==> src/hw/gcp_pkg.sv <==
// Purpose: shared constants and types for the gain, channel and power
//          configuration registers
// Assumes: 8-bit register port, page/address access on the control clock
// Notes:   every offset, reset value, field position and decode figure
//          lives here

package gcp_pkg;

	// register location
	localparam logic [7:0] GCP_PAGE_CFG       = 8'h00; // page holding the block
	localparam logic [7:0] GCP_ADDR_GAIN_CFG  = 8'h70; // gain_control_config
	localparam logic [7:0] GCP_ADDR_IN_EN     = 8'h73; // input_channel_enables
	localparam logic [7:0] GCP_ADDR_SLOT_EN   = 8'h74; // output_slot_enables
	localparam logic [7:0] GCP_ADDR_POWER_CONFIG   = 8'h75; // power_config

	// reset values
	localparam logic [7:0] GCP_RST_GAIN_CFG   = 8'he7; // level 14, gain 7
	localparam logic [7:0] GCP_RST_IN_EN      = 8'hf0; // ch1-4 on, ch5-8 off
	localparam logic [7:0] GCP_RST_SLOT_EN    = 8'h00; // all slots tri-state
	localparam logic [7:0] GCP_RST_POWER_CONFIG    = 8'h00; // everything down
	localparam logic [7:0] GCP_RDATA_UNMAPPED = 8'h00; // answer to other addr

	// gain_control_config fields
	localparam int GCP_LVL_MSB  = 7; // target_output_level top bit
	localparam int GCP_LVL_LSB  = 4; // target_output_level low bit
	localparam int GCP_GAIN_MSB = 3; // gain_ceiling top bit
	localparam int GCP_GAIN_LSB = 0; // gain_ceiling low bit

	// power_config fields
	localparam int GCP_PWR_BIAS = 7; // bias_supply_power_on
	localparam int GCP_PWR_CONV = 6; // converter_power_on
	localparam int GCP_PWR_SYNTH = 5; // synth_power_on
	localparam int GCP_PWR_LIVE = 4; // live_channel_power_change
	localparam int GCP_PWR_SPAN_MSB = 3; // live_channel_span top bit
	localparam int GCP_PWR_SPAN_LSB = 2; // live_channel_span low bit

	// decode figures, in dB
	localparam logic signed [7:0] GCP_LVL_BASE_DB  = -8'sd6; // code 0 level
	localparam logic [7:0]        GCP_LVL_STEP_DB  = 8'h02;  // fall per code
	localparam logic [7:0]        GCP_GAIN_BASE_DB = 8'h03;  // code 0 gain
	localparam logic [7:0]        GCP_GAIN_STEP_DB = 8'h03;  // rise per code
	localparam logic [3:0]        GCP_GAIN_MAX_CODE = 4'hd;  // last legal code

	// channel counts
	localparam int GCP_NUM_CH     = 8; // input and output channels
	localparam int GCP_NUM_ANALOG = 4; // ch1-4 may be analog

	// live span masks, bit 7 = channel 1
	localparam logic [7:0] GCP_SPAN_CH12 = 8'hc0; // span code 0
	localparam logic [7:0] GCP_SPAN_CH14 = 8'hf0; // span code 1
	localparam logic [7:0] GCP_SPAN_CH16 = 8'hfc; // span code 2
	localparam logic [7:0] GCP_SPAN_CH18 = 8'hff; // span code 3

	// power_config as a carrier
	typedef struct packed {
		logic       bias_on;  // bias_supply_power_on
		logic       conv_on;  // converter_power_on
		logic       synth_on; // synth_power_on
		logic       live;     // live_channel_power_change
		logic [1:0] span;     // live_channel_span
		logic [1:0] spare;    // reserved, stored as written
	} gcp_pwr_type;

	// decoded gain control settings
	typedef struct packed {
		logic signed [7:0] level_db; // target level in dB
		logic [7:0]        gain_db;  // ceiling in dB
		logic              gain_ok;  // gain code is defined
	} gcp_agc_type;

endpackage

==> src/hw/gcp_gain_decode.sv <==
// Purpose: turns the two gain control codes into dB figures
// Assumes: linear steps between the end points
// Notes:   purely combinational; the caller registers the result

`timescale 1ns/1ps

module gcp_gain_decode
	import gcp_pkg::*;
(
	input  wire logic [3:0]  level_code_i, // target_output_level code
	input  wire logic [3:0]  gain_code_i,  // gain_ceiling code
	output gcp_agc_type      agc_o         // decoded settings
);

	wire logic [7:0] level_wide; // level code widened to 8 bits
	wire logic [7:0] gain_wide;  // gain code widened to 8 bits

	assign level_wide = {4'h0, level_code_i};
	assign gain_wide  = {4'h0, gain_code_i};

	// level falls 2 dB per code from -6 dB
	assign agc_o.level_db = GCP_LVL_BASE_DB
		- $signed(level_wide * GCP_LVL_STEP_DB); // [RULE1] [RULE16]
	// ceiling rises 3 dB per code from 3 dB
	assign agc_o.gain_db = GCP_GAIN_BASE_DB
		+ gain_wide * GCP_GAIN_STEP_DB; // [RULE2] [RULE16]
	// codes 14 and 15 have no defined ceiling
	assign agc_o.gain_ok = (gain_code_i <= GCP_GAIN_MAX_CODE); // [RULE3]

endmodule

==> src/hw/gcp_regs.sv <==
// Purpose: gain, channel and power configuration register bank
// Assumes: the control-port front end presents page, address and
//          strobes on CLOCK_I; channel sources and slot data are on
//          the same clock
// Notes:   one read data cycle of latency, writes take effect at once
//
// Contract
// [RULE1] level code decodes to -6 dB minus 2 dB/code
// [RULE2] gain code decodes to 3 dB plus 3 dB/code
// [RULE3] software avoids reserved gain codes 14, 15
// [RULE4] gain config at 0x70, resets to 0xe7
// [RULE5] one input enable bit per channel, ch1 bit7
// [RULE6] channels 5-8 use the PDM path only
// [RULE7] input enables reset to 0xf0
// [RULE8] slot bit set drives slot, else tri-state
// [RULE9] slot enables reset to zero
// [RULE10] bit 7 powers the bias supply
// [RULE11] bit 6 powers enabled channels, else none
// [RULE12] bit 5 powers the synthesiser
// [RULE13] power config at 0x75 resets to zero
// [RULE14] live bit permits channel changes while recording
// [RULE15] span code selects channels 1-2/4/6/8
// [RULE16] intermediate codes step linearly

`timescale 1ns/1ps

module gcp_regs
	import gcp_pkg::*;
#(
	parameter int NUM_CH = GCP_NUM_CH // channel count
)
(
	input  wire logic              CLOCK_I,        // 20 MHz control clock
	input  wire logic              SYS_RST_I,      // sync reset, high
	input  wire logic [7:0]        REG_PAGE_I,     // register page
	input  wire logic [7:0]        REG_ADDR_I,     // register address
	input  wire logic              REG_WR_I,       // write strobe
	input  wire logic              REG_RD_I,       // read strobe
	input  wire logic [7:0]        REG_WDATA_I,    // write data
	output logic [7:0]             REG_RDATA_O,    // read data
	output logic                   REG_RVALID_O,   // read data valid
	input  wire logic [3:0]        CH_PDM_SEL_I,   // ch1-4 source is PDM
	input  wire logic [NUM_CH-1:0] SLOT_DATA_I,    // per-slot serial bit
	output logic [NUM_CH-1:0]      SLOT_OUT_O,     // per-slot output
	output logic [NUM_CH-1:0]      SLOT_OE_O,      // per-slot drive enable
	output logic signed [7:0]      AGC_LEVEL_DB_O, // target level, dB
	output logic [7:0]             AGC_GAIN_DB_O,  // gain ceiling, dB
	output logic                   AGC_GAIN_OK_O,  // gain code defined
	output logic                   BIAS_ON_O,      // bias supply on
	output logic                   SYNTH_ON_O,     // synthesiser on
	output logic [3:0]             ANALOG_ON_O,    // analog ch1-4 power
	output logic [NUM_CH-1:0]      PDM_ON_O,       // PDM path power
	output logic [NUM_CH-1:0]      CH_STATUS_O     // channel power state
);

	// register storage
	logic [7:0]        gain_cfg_reg;  // gain_control_config
	logic [7:0]        in_en_reg;     // input_channel_enables
	logic [7:0]        slot_en_reg;   // output_slot_enables
	gcp_pwr_type       pwr_reg;       // power_config
	logic [NUM_CH-1:0] ch_pwr_reg;    // powered channels
	logic [NUM_CH-1:0] ch_pwr_next;   // next powered channels
	logic [7:0]        rdata_reg;     // read data
	logic              rvalid_reg;    // read answer pulse
	gcp_agc_type       agc_reg;       // registered decode
	logic [NUM_CH-1:0] slot_out_reg;  // registered slot data

	// decode wires
	wire logic        page_hit;   // access targets our page
	wire logic        wr_gain;    // write gain_control_config
	wire logic        wr_in;      // write input_channel_enables
	wire logic        wr_slot;    // write output_slot_enables
	wire logic        wr_pwr;     // write power_config
	wire logic [7:0]  rd_mux;     // selected read value
	wire logic        recording;  // some channel is powered
	wire logic [7:0]  span_mask;  // channels under live control
	wire logic [7:0]  slot_en_next; // slot enables after this edge
	wire logic [NUM_CH-1:0] may_change; // channels free to follow
	gcp_agc_type      agc_comb;   // decoder output

	// address match, used by every write select
	function automatic logic hit(input logic [7:0] addr,
		input logic [7:0] want);
		hit = (addr == want);
	endfunction

	// span code to channel mask
	function automatic logic [7:0] span_of(input logic [1:0] code);
		unique case (code)
			2'h0: span_of = GCP_SPAN_CH12; // channels 1-2
			2'h1: span_of = GCP_SPAN_CH14; // channels 1-4
			2'h2: span_of = GCP_SPAN_CH16; // channels 1-6
			2'h3: span_of = GCP_SPAN_CH18; // channels 1-8
		endcase
	endfunction

	assign page_hit = (REG_PAGE_I == GCP_PAGE_CFG);
	assign wr_gain  = REG_WR_I && page_hit
		&& hit(REG_ADDR_I, GCP_ADDR_GAIN_CFG); // [RULE4]
	assign wr_in    = REG_WR_I && page_hit
		&& hit(REG_ADDR_I, GCP_ADDR_IN_EN); // [RULE5]
	assign wr_slot  = REG_WR_I && page_hit
		&& hit(REG_ADDR_I, GCP_ADDR_SLOT_EN); // [RULE8]
	assign wr_pwr   = REG_WR_I && page_hit
		&& hit(REG_ADDR_I, GCP_ADDR_POWER_CONFIG); // [RULE13]

	// slot data is masked with the enables that stand after this edge,
	// so a slot being released never shows one cycle of stale data
	assign slot_en_next = wr_slot ? REG_WDATA_I : slot_en_reg; // [RULE8]

	// read mux; other pages and addresses answer zero
	assign rd_mux =
		!page_hit ? GCP_RDATA_UNMAPPED :
		hit(REG_ADDR_I, GCP_ADDR_GAIN_CFG) ? gain_cfg_reg :
		hit(REG_ADDR_I, GCP_ADDR_IN_EN)    ? in_en_reg :
		hit(REG_ADDR_I, GCP_ADDR_SLOT_EN)  ? slot_en_reg :
		hit(REG_ADDR_I, GCP_ADDR_POWER_CONFIG)  ? pwr_reg :
		GCP_RDATA_UNMAPPED;

	// gain code decoder
	gcp_gain_decode u_decode (
		.level_code_i (gain_cfg_reg[GCP_LVL_MSB:GCP_LVL_LSB]),
		.gain_code_i  (gain_cfg_reg[GCP_GAIN_MSB:GCP_GAIN_LSB]),
		.agc_o        (agc_comb)
	);

	// live channel control: with the live bit clear, a recording
	// device freezes every channel; with it set, only channels in
	// the span may follow their enables
	assign recording = |ch_pwr_reg;
	assign span_mask = span_of(pwr_reg.span); // [RULE15]
	assign may_change = !recording ? {NUM_CH{1'b1}} :
		pwr_reg.live ? span_mask[NUM_CH-1:0] :
		{NUM_CH{1'b0}}; // [RULE14]

	// per-channel power target
	genvar gi;
	generate
		for (gi = 0; gi < NUM_CH; gi++) begin : g_ch
			assign ch_pwr_next[gi] = !pwr_reg.conv_on ? 1'b0 :
				may_change[gi] ? in_en_reg[gi] :
				ch_pwr_reg[gi]; // [RULE11] [RULE14]
		end
	endgenerate

	// configuration storage
	always_ff @(posedge CLOCK_I) begin
		if (SYS_RST_I) begin
			gain_cfg_reg <= GCP_RST_GAIN_CFG; // [RULE4]
			in_en_reg    <= GCP_RST_IN_EN;    // [RULE7]
			slot_en_reg  <= GCP_RST_SLOT_EN;  // [RULE9]
			pwr_reg      <= GCP_RST_POWER_CONFIG;  // [RULE13]
		end else begin
			if (wr_gain) begin
				gain_cfg_reg <= REG_WDATA_I;
			end
			if (wr_in) begin
				in_en_reg <= REG_WDATA_I; // [RULE5]
			end
			if (wr_slot) begin
				slot_en_reg <= REG_WDATA_I; // [RULE8]
			end
			if (wr_pwr) begin
				pwr_reg <= REG_WDATA_I; // [RULE10] [RULE12]
			end
		end
	end

	// channel power state follows one cycle after its cause
	always_ff @(posedge CLOCK_I) begin
		if (SYS_RST_I) begin
			ch_pwr_reg <= '0;
		end else begin
			ch_pwr_reg <= ch_pwr_next;
		end
	end

	// read answer and registered data outputs
	always_ff @(posedge CLOCK_I) begin
		if (SYS_RST_I) begin
			rdata_reg    <= GCP_RDATA_UNMAPPED;
			rvalid_reg   <= 1'b0;
			agc_reg      <= '0;
			slot_out_reg <= '0;
		end else begin
			rvalid_reg   <= REG_RD_I;
			if (REG_RD_I) begin
				rdata_reg <= rd_mux;
			end
			agc_reg      <= agc_comb; // [RULE1] [RULE2]
			slot_out_reg <= SLOT_DATA_I & slot_en_next; // [RULE8]
		end
	end

	// outputs
	assign REG_RDATA_O    = rdata_reg;
	assign REG_RVALID_O   = rvalid_reg;
	assign SLOT_OUT_O     = slot_out_reg;
	// disabled slots are released, not driven low
	assign SLOT_OE_O      = slot_en_reg; // [RULE8]
	assign AGC_LEVEL_DB_O = agc_reg.level_db;
	assign AGC_GAIN_DB_O  = agc_reg.gain_db;
	assign AGC_GAIN_OK_O  = agc_reg.gain_ok; // [RULE3]
	assign BIAS_ON_O      = pwr_reg.bias_on;  // [RULE10]
	assign SYNTH_ON_O     = pwr_reg.synth_on; // [RULE12]
	assign CH_STATUS_O    = ch_pwr_reg;
	// ch1-4 go analog unless their source is PDM; ch5-8 are PDM only
	assign ANALOG_ON_O = ch_pwr_reg[NUM_CH-1 -: GCP_NUM_ANALOG]
		& ~CH_PDM_SEL_I; // [RULE6]
	assign PDM_ON_O = {ch_pwr_reg[NUM_CH-1 -: GCP_NUM_ANALOG]
		& CH_PDM_SEL_I,
		ch_pwr_reg[NUM_CH-GCP_NUM_ANALOG-1:0]}; // [RULE6]

	// checks

	chk_level_decode: assert property (@(posedge CLOCK_I) // [RULE1]
		disable iff (SYS_RST_I)
		!$past(SYS_RST_I) |-> AGC_LEVEL_DB_O == GCP_LVL_BASE_DB
		- $signed({3'h0,
		$past(gain_cfg_reg[GCP_LVL_MSB:GCP_LVL_LSB]), 1'b0}))
		else $error("target level decode wrong");

	chk_gain_decode: assert property (@(posedge CLOCK_I) // [RULE2]
		disable iff (SYS_RST_I)
		$past(gain_cfg_reg[GCP_GAIN_MSB:GCP_GAIN_LSB]) == GCP_GAIN_MAX_CODE
		&& !$past(SYS_RST_I)
		|-> AGC_GAIN_DB_O == 8'h2a)
		else $error("gain ceiling decode wrong");

	chk_gain_reserved: assert property (@(posedge CLOCK_I) // [RULE3]
		disable iff (SYS_RST_I)
		$past(gain_cfg_reg[3:0]) >= 4'he && !$past(SYS_RST_I)
		|-> !AGC_GAIN_OK_O)
		else $error("reserved gain code flagged valid");

	chk_reset_values: assert property (@(posedge CLOCK_I) // [RULE4]
		$past(SYS_RST_I) |-> gain_cfg_reg == GCP_RST_GAIN_CFG
		&& in_en_reg == GCP_RST_IN_EN
		&& slot_en_reg == GCP_RST_SLOT_EN
		&& pwr_reg == GCP_RST_POWER_CONFIG) // [RULE7] [RULE9] [RULE13]
		else $error("reset value wrong");

	chk_in_en_write: assert property (@(posedge CLOCK_I) // [RULE5]
		disable iff (SYS_RST_I)
		REG_WR_I && REG_PAGE_I == GCP_PAGE_CFG
		&& REG_ADDR_I == GCP_ADDR_IN_EN
		|=> in_en_reg == $past(REG_WDATA_I))
		else $error("input enable write lost");

	chk_pdm_only: assert property (@(posedge CLOCK_I) // [RULE6]
		disable iff (SYS_RST_I)
		PDM_ON_O[NUM_CH-GCP_NUM_ANALOG-1:0]
		== CH_STATUS_O[NUM_CH-GCP_NUM_ANALOG-1:0])
		else $error("channels 5-8 left the PDM path");

	chk_slot_drive: assert property (@(posedge CLOCK_I) // [RULE8]
		disable iff (SYS_RST_I)
		REG_WR_I && REG_PAGE_I == GCP_PAGE_CFG
		&& REG_ADDR_I == GCP_ADDR_SLOT_EN
		|=> SLOT_OE_O == $past(REG_WDATA_I)
		&& (SLOT_OUT_O & ~SLOT_OE_O) == '0)
		else $error("slot enable not applied");

	chk_bias_synth: assert property (@(posedge CLOCK_I) // [RULE10]
		disable iff (SYS_RST_I)
		REG_WR_I && REG_PAGE_I == GCP_PAGE_CFG
		&& REG_ADDR_I == GCP_ADDR_POWER_CONFIG
		|=> BIAS_ON_O == $past(REG_WDATA_I[GCP_PWR_BIAS])
		&& SYNTH_ON_O == $past(REG_WDATA_I[GCP_PWR_SYNTH])) // [RULE12]
		else $error("bias or synthesiser power wrong");

	chk_conv_off: assert property (@(posedge CLOCK_I) // [RULE11]
		disable iff (SYS_RST_I)
		!pwr_reg.conv_on |=> CH_STATUS_O == 8'h00)
		else $error("channel powered while converters off");

	chk_live_hold: assert property (@(posedge CLOCK_I) // [RULE14]
		disable iff (SYS_RST_I)
		recording && !pwr_reg.live && pwr_reg.conv_on
		|=> $stable(CH_STATUS_O))
		else $error("channel changed while recording");

	chk_span_hold: assert property (@(posedge CLOCK_I) // [RULE15]
		disable iff (SYS_RST_I)
		recording && pwr_reg.live && pwr_reg.conv_on
		|=> ((CH_STATUS_O ^ $past(CH_STATUS_O))
		& ~$past(span_mask)) == 8'h00)
		else $error("channel outside span changed");

	// read answer comes exactly one cycle after the strobe
	chk_read_pulse: assert property (@(posedge CLOCK_I) // [RULE5]
		disable iff (SYS_RST_I)
		REG_RVALID_O == $past(REG_RD_I))
		else $error("read answer not one cycle after strobe");

	chk_gain_readback: assert property (@(posedge CLOCK_I) // [RULE4]
		disable iff (SYS_RST_I)
		REG_RD_I && REG_PAGE_I == GCP_PAGE_CFG
		&& REG_ADDR_I == GCP_ADDR_GAIN_CFG
		|=> REG_RDATA_O == $past(gain_cfg_reg))
		else $error("gain config read back wrong");

	chk_pwr_readback: assert property (@(posedge CLOCK_I) // [RULE13]
		disable iff (SYS_RST_I)
		REG_RD_I && REG_PAGE_I == GCP_PAGE_CFG
		&& REG_ADDR_I == GCP_ADDR_POWER_CONFIG
		|=> REG_RDATA_O == $past(pwr_reg))
		else $error("power config read back wrong");

	// ceiling is base plus one 3 dB step per code, for every code
	chk_gain_step: assert property (@(posedge CLOCK_I) // [RULE2] [RULE16]
		disable iff (SYS_RST_I)
		!$past(SYS_RST_I) |-> AGC_GAIN_DB_O == GCP_GAIN_BASE_DB
		+ {3'h0, $past(gain_cfg_reg[GCP_GAIN_MSB:GCP_GAIN_LSB]), 1'b0}
		+ {4'h0, $past(gain_cfg_reg[GCP_GAIN_MSB:GCP_GAIN_LSB])})
		else $error("gain ceiling step wrong");

	// a powered channel 1-4 sits on exactly one path
	chk_analog_split: assert property (@(posedge CLOCK_I) // [RULE6]
		disable iff (SYS_RST_I)
		(ANALOG_ON_O & PDM_ON_O[NUM_CH-1 -: GCP_NUM_ANALOG]) == 4'h0
		&& (ANALOG_ON_O | PDM_ON_O[NUM_CH-1 -: GCP_NUM_ANALOG])
		== CH_STATUS_O[NUM_CH-1 -: GCP_NUM_ANALOG])
		else $error("channel 1-4 power split wrong");

	// a released slot never carries data
	chk_slot_mask: assert property (@(posedge CLOCK_I) // [RULE8]
		disable iff (SYS_RST_I)
		(SLOT_OUT_O & ~SLOT_OE_O) == '0)
		else $error("data shown on a released slot");

endmodule

==> config.mk <==
export PLATFORM = sky130hd
export DESIGN_NAME = gcp_regs
export DESIGN_NICKNAME = d
export VERILOG_FILES = /design/src/hw/gcp_pkg.sv /design/src/hw/gcp_gain_decode.sv /design/src/hw/gcp_regs.sv
export SDC_FILE = /design/constraint.sdc
export NUM_CORES = 1
export LEC_CHECK = 0
export ABC_AREA = 1
export BUFFER_PORTS_ARGS = -buffer_cell sky130_fd_sc_hd__clkbuf_2
export CAP_MARGIN = 20
export CORE_MARGIN = 8
export CORE_UTILIZATION = 30
export DETAILED_ROUTE_END_ITERATION = 8
export MAX_ROUTING_LAYER = met4
export SYNTH_ARGS = -nofsm -noshare
export SYNTH_HDL_FRONTEND = slang
export SYNTH_SLANG_ARGS = --single-unit
==> constraint.sdc <==
create_clock -name CLOCK_I -period 4.29 [get_ports CLOCK_I]
set_clock_uncertainty 0.05 [all_clocks]
set_input_delay 0.6435 -clock CLOCK_I [delete_from_list [all_inputs] [get_ports CLOCK_I]]
set_output_delay 0.6435 -clock CLOCK_I [all_outputs]
set_load 0.01 [all_outputs]
# Word-level counts from Yosys, hierarchy flattened
# Cells that the tools add are included.
dict set report word_totals {
  word_cells 57
  ff_bits 74
}
dict set report classes {
  bitwise_logic 5
  n_reduce_logical 9
  add_sub_neg 2
  n_eq_ne 7
  muxes 9
  mul 1
  n_lt_le_gt_ge 1
}
# cell count
set op_table {}
lappend op_table {{two-way mux 8 bit} 8}
lappend op_table {{equality test 8 x 7 -> 1 bit, second input constant} 4}
lappend op_table {{one-hot mux 8 bit (4 select lines)} 1}
lappend op_table {{adder 2 x 8 -> 8 bit, first input constant} 1}
lappend op_table {{AND 4 bit} 2}
lappend op_table {{AND 8 bit} 1}
lappend op_table {{logical NOT 8 bit} 1}
lappend op_table {{OR reduction 8 bit} 1}
lappend op_table {{subtractor 4 x 6 -> 7 bit, first input constant} 1}
lappend op_table {{multiplier 4 x 2 -> 6 bit, second input constant} 1}
lappend op_table {{logical AND 1 bit} 5}
lappend op_table {{equality test 2 bit, second input constant} 2}
lappend op_table {{less-or-equal comparator 4 bit, second input constant} 1}
lappend op_table {{NOT 4 bit} 1}
lappend op_table {{equality test 2 x 1 -> 1 bit, second input constant} 1}
lappend op_table {{logical NOT 2 bit} 1}
lappend op_table {{OR reduction 2 bit} 1}
lappend op_table {{NOT 1 bit} 1}

# Depth between registers and ports, before layout
dict set report logic_depth {
  depth_word 6
  depth_mapped 11
  mapped_depth_nobuf 11
}

# Hierarchy
# From an unflattened synthesis, not the netlist that was laid out.
dict set report hier_totals {
  hier_cells 467
  area_unflattened_um2 3458.3
}
# module cells_each n_inst area_each_um2
set by_module_without_submodules {}
lappend by_module_without_submodules {gcp_regs 415 1 3108.0}
lappend by_module_without_submodules {gcp_gain_decode 52 1 350.3}

# Least setup slack after synthesis
# No wires, ideal clock.
dict set report synth_timing {
  path_kind {reg2reg}
  startpoint {register gain_cfg_reg[0]}
  endpoint {register agc_reg (netlist bit AGC_GAIN_DB_O[5])}
  arrival_time_ns 1.559
  n_path_buf 0
  synth_period_minus_slack_ns 1.725
  slack_ns 2.565
  setup_time_ns 0.116
  stages_incl_launch_ff 9
  path_cell_list {dfxtp_1 ha_1 fa_1 xnor2_1 nand2_1 nor2_1 nand2_1 o21ai_0 nor2_1}
}
dict set report synth_between {
  elab_chain_len 2
}
# item line_no
set synth_lines {}
lappend synth_lines {{start, declared} gcp_regs.sv:57} ;# logic [7:0] gain_cfg_reg;
lappend synth_lines {{start signal, assigned} gcp_regs.sv:149} ;# gain_cfg_reg <= GCP_RST_GAIN_CFG;
lappend synth_lines {{start signal, assigned} gcp_regs.sv:155} ;# gain_cfg_reg <= REG_WDATA_I;
lappend synth_lines {{multiplier 4 x 2 -> 6 bit} gcp_gain_decode.sv:26} ;# + gain_wide * GCP_GAIN_STEP_DB;
lappend synth_lines {{adder 2 x 8 -> 8 bit} gcp_gain_decode.sv:26}
lappend synth_lines {{end signal, assigned} gcp_regs.sv:190} ;# agc_reg <= agc_comb;
lappend synth_lines {{end, declared} gcp_regs.sv:65} ;# gcp_agc_type agc_reg;
# No other way between the ends.
# A chain may end at the register's enable or synchronous reset.

# Worst setup path in the final report
# Ends and elaborated chain as after synthesis.

==> results.ini <==
[clock_tree]
htree_num_levels=3
clock_path_buffers=2
cts_resized=0
post-cts-setup-buffers=0
cts_buffers=9
clk_latency_ns=0.33
hold_buffers=0
cts_tree=done
cts_root_buffer=clkbuf_16
cts_sinks=71
clkTransAtPathRegs_ns=0.06

[pwr]
max-vdd-ir-drop_mv=0.180
power_density_nw_per_um2=334
leakage_nw=2.28

[timing]
slew_violations=0
setup_viol=0
worst_slack_ns=2.36
clock.fmax_mhz=519
period_minus_slack_ns=1.93
fin_crit_sh_pct=44.9
tns_ns=0
hold_violations=0
grt_setup_unrepaired=no

[worst_setup_path]
cp_data_required_time_ns=4.46
endpoint_kind=flop
path_class=reg2reg
crit_buf_inv=0
cp_max_fo=7
max_stage_delay_ns=0.41
path_delay_family=adder cells
cpMaxStageDelayCell=fa_1
crit_chain=ha_1, fa_1, xnor2_1, nand2_1, nor2_1, nand2_1, o21ai_0, nor2_1
startpoint_type=flop
crit_arrival_ns=2.10

[global_routing]
grt_max_degree=34
antenna_found_initial=0
grt_pass1_vias=2943
grt.total_usage_pct=12.5
overflow=0
grt_pass1_wl_um=14300

[synth]
synth-edff-count=0
ys_dominant_reg_cell=dfxtp_1
synthArstFlopShare_pct=0
synth_area_um2=3380
avgSynthCellArea_um2=7.74
netlist-cell-type-count=32
synth_warnings=0
ys_ff_latch=71
netlist_instances=437
ys_seq_area_share_pct=42.0

[route]
vias_per_cell=4.44
drt_iter0_markers=195
wl_um=8920
ant_nets=0
wl_per_cell_um=13.2
route.detailed.drc=0
drt-pass1-iter-count=4
via_count=3004

[status]
status=finished, final reports clean

[die]
dieHeight_um=122
die_w_um=122
std_cell_rows=38
io_pins=104
core-area_um2=10900
start_util_pct=30.9
dieArea_um2=14900

[layout]
nets=582
final_common_cell=clkbuf_2
nFillCells=1161
antenna_cells=0
layout_common_cells=101 x clkbuf_2, 71 x dfxtp_1, 66 x inv_1
area_growth_pct=25.3
drive_gt1_share_pct=31.1

[placed_design]
dp_worst_setup_slack_ns=1.91
hpwlAfterDp_um=7070
portBuffers=101
gp_congestion=0.790

[flow_run]
cap_violations=0

[hold_path]
hp-class=reg2reg

## Yosys cell counts, types with 2 or more instances
master | number | share of area, %
nand2_1 | 61 | 6.8
clkbuf_1 | 3 | 0.33
buf_4 | 11 | 2.4
ha_1 | 8 | 3.0
buf_2 | 2 | 0.30
nand2_4 | 5 | 1.7
nand3_2 | 8 | 2.4
inv_1 | 66 | 7.3
nor2_1 | 50 | 5.5
nor3_1 | 3 | 0.44
o21ai_0 | 23 | 3.4
nor2_4 | 4 | 1.3
o21ai_1 | 15 | 2.2
a21oi_1 | 33 | 4.9
o211ai_1 | 4 | 0.89
nor2_8 | 5 | 3.0
nor2_2 | 9 | 1.7
nand3_1 | 28 | 4.1
nand2_2 | 13 | 2.4
dfxtp_1 | 71 | 42
a21oi_2 | 4 | 1.0
## worst min-delay path, stage by stage, from the launching register on
cell	delay (ns)
dfxtp_1	0.30
nand2_1	0.06
a21oi_1	0.06
## layout make-up
class | count | area (um^2) | share of cell area, %
Inverter | 69 | 264 | 6.23
Sequential cell | 71 | 1420 | 33.5
Multi-Input combinational cell | 280 | 1570 | 37.1
Timing Repair Buffer | 102 | 533 | 12.6
Clock buffer | 10 | 239 | 5.64
Tap cell | 140 | 175 | 4.13
Clock inverter | 5 | 33.8 | 0.797
## worst paths after layout
check                   from               end  slack, ns  cells past startpoint
max          gain_cfg_reg[0]  AGC_GAIN_DB_O[5]       2.36                      8
min           REG_RDATA_O[2]    REG_RDATA_O[2]       0.42                      2
max reg2reg  gain_cfg_reg[0]  AGC_GAIN_DB_O[5]       2.36                      8
min reg2reg   REG_RDATA_O[2]    REG_RDATA_O[2]       0.42                      2
## cell families (layout without fill, tap and decap cells)
family	Yosys count	count (layout)	share of synthesized area (%)
AND/OR/NAND/NOR	187	187	29.5
buffers and inverters	87	186	11.7
AO/OA/AOI/OAI	80	80	12.7
flip-flops	71	71	42.0
adder cells (fa/ha/maj)	9	9	3.55
XOR/XNOR	2	2	0.518
other	1	2	0.111
## stage by stage
step | instance area [um^2] | utilization, % | hold slack (ns) | instances | power, mW
6_report | 4240 | 38.7 | 0.418 | 677 | 1.42
5_1_grt | 4240 | 38.7 | 0.441 | 677 | 1.47
4_1_cts | 4210 | 38.5 | 0.417 | 676 | 1.43
3_5_place_dp | 3940 | 36.0 | 0.400 | 661 | 0.749
3_3_place_gp | 3940 | 36.0 | 0.405 | 661 | 0.747
2_1_floorplan | 3390 | - | 0.360 | 438 | 0.718
## report_power, final
part           internal, mW  total [mW]  switching, mW  leakage (nW)
clock                 0.403       0.680          0.277         0.131
sequential            0.664       0.665        0.00119         0.575
combinational        0.0266      0.0717         0.0451          1.58
total                  1.09        1.42          0.323          2.28
## per-layer routing
metal	part of all wire, %	up-vias	track usage (%)
met5	0	-	-
met4	2.0	0	4.95
met3	7.0	11	4.03
met2	46	80	19.3
met1	45	1357	14.8
li1	-	1556	-
(Power assumes the default switching activity.)
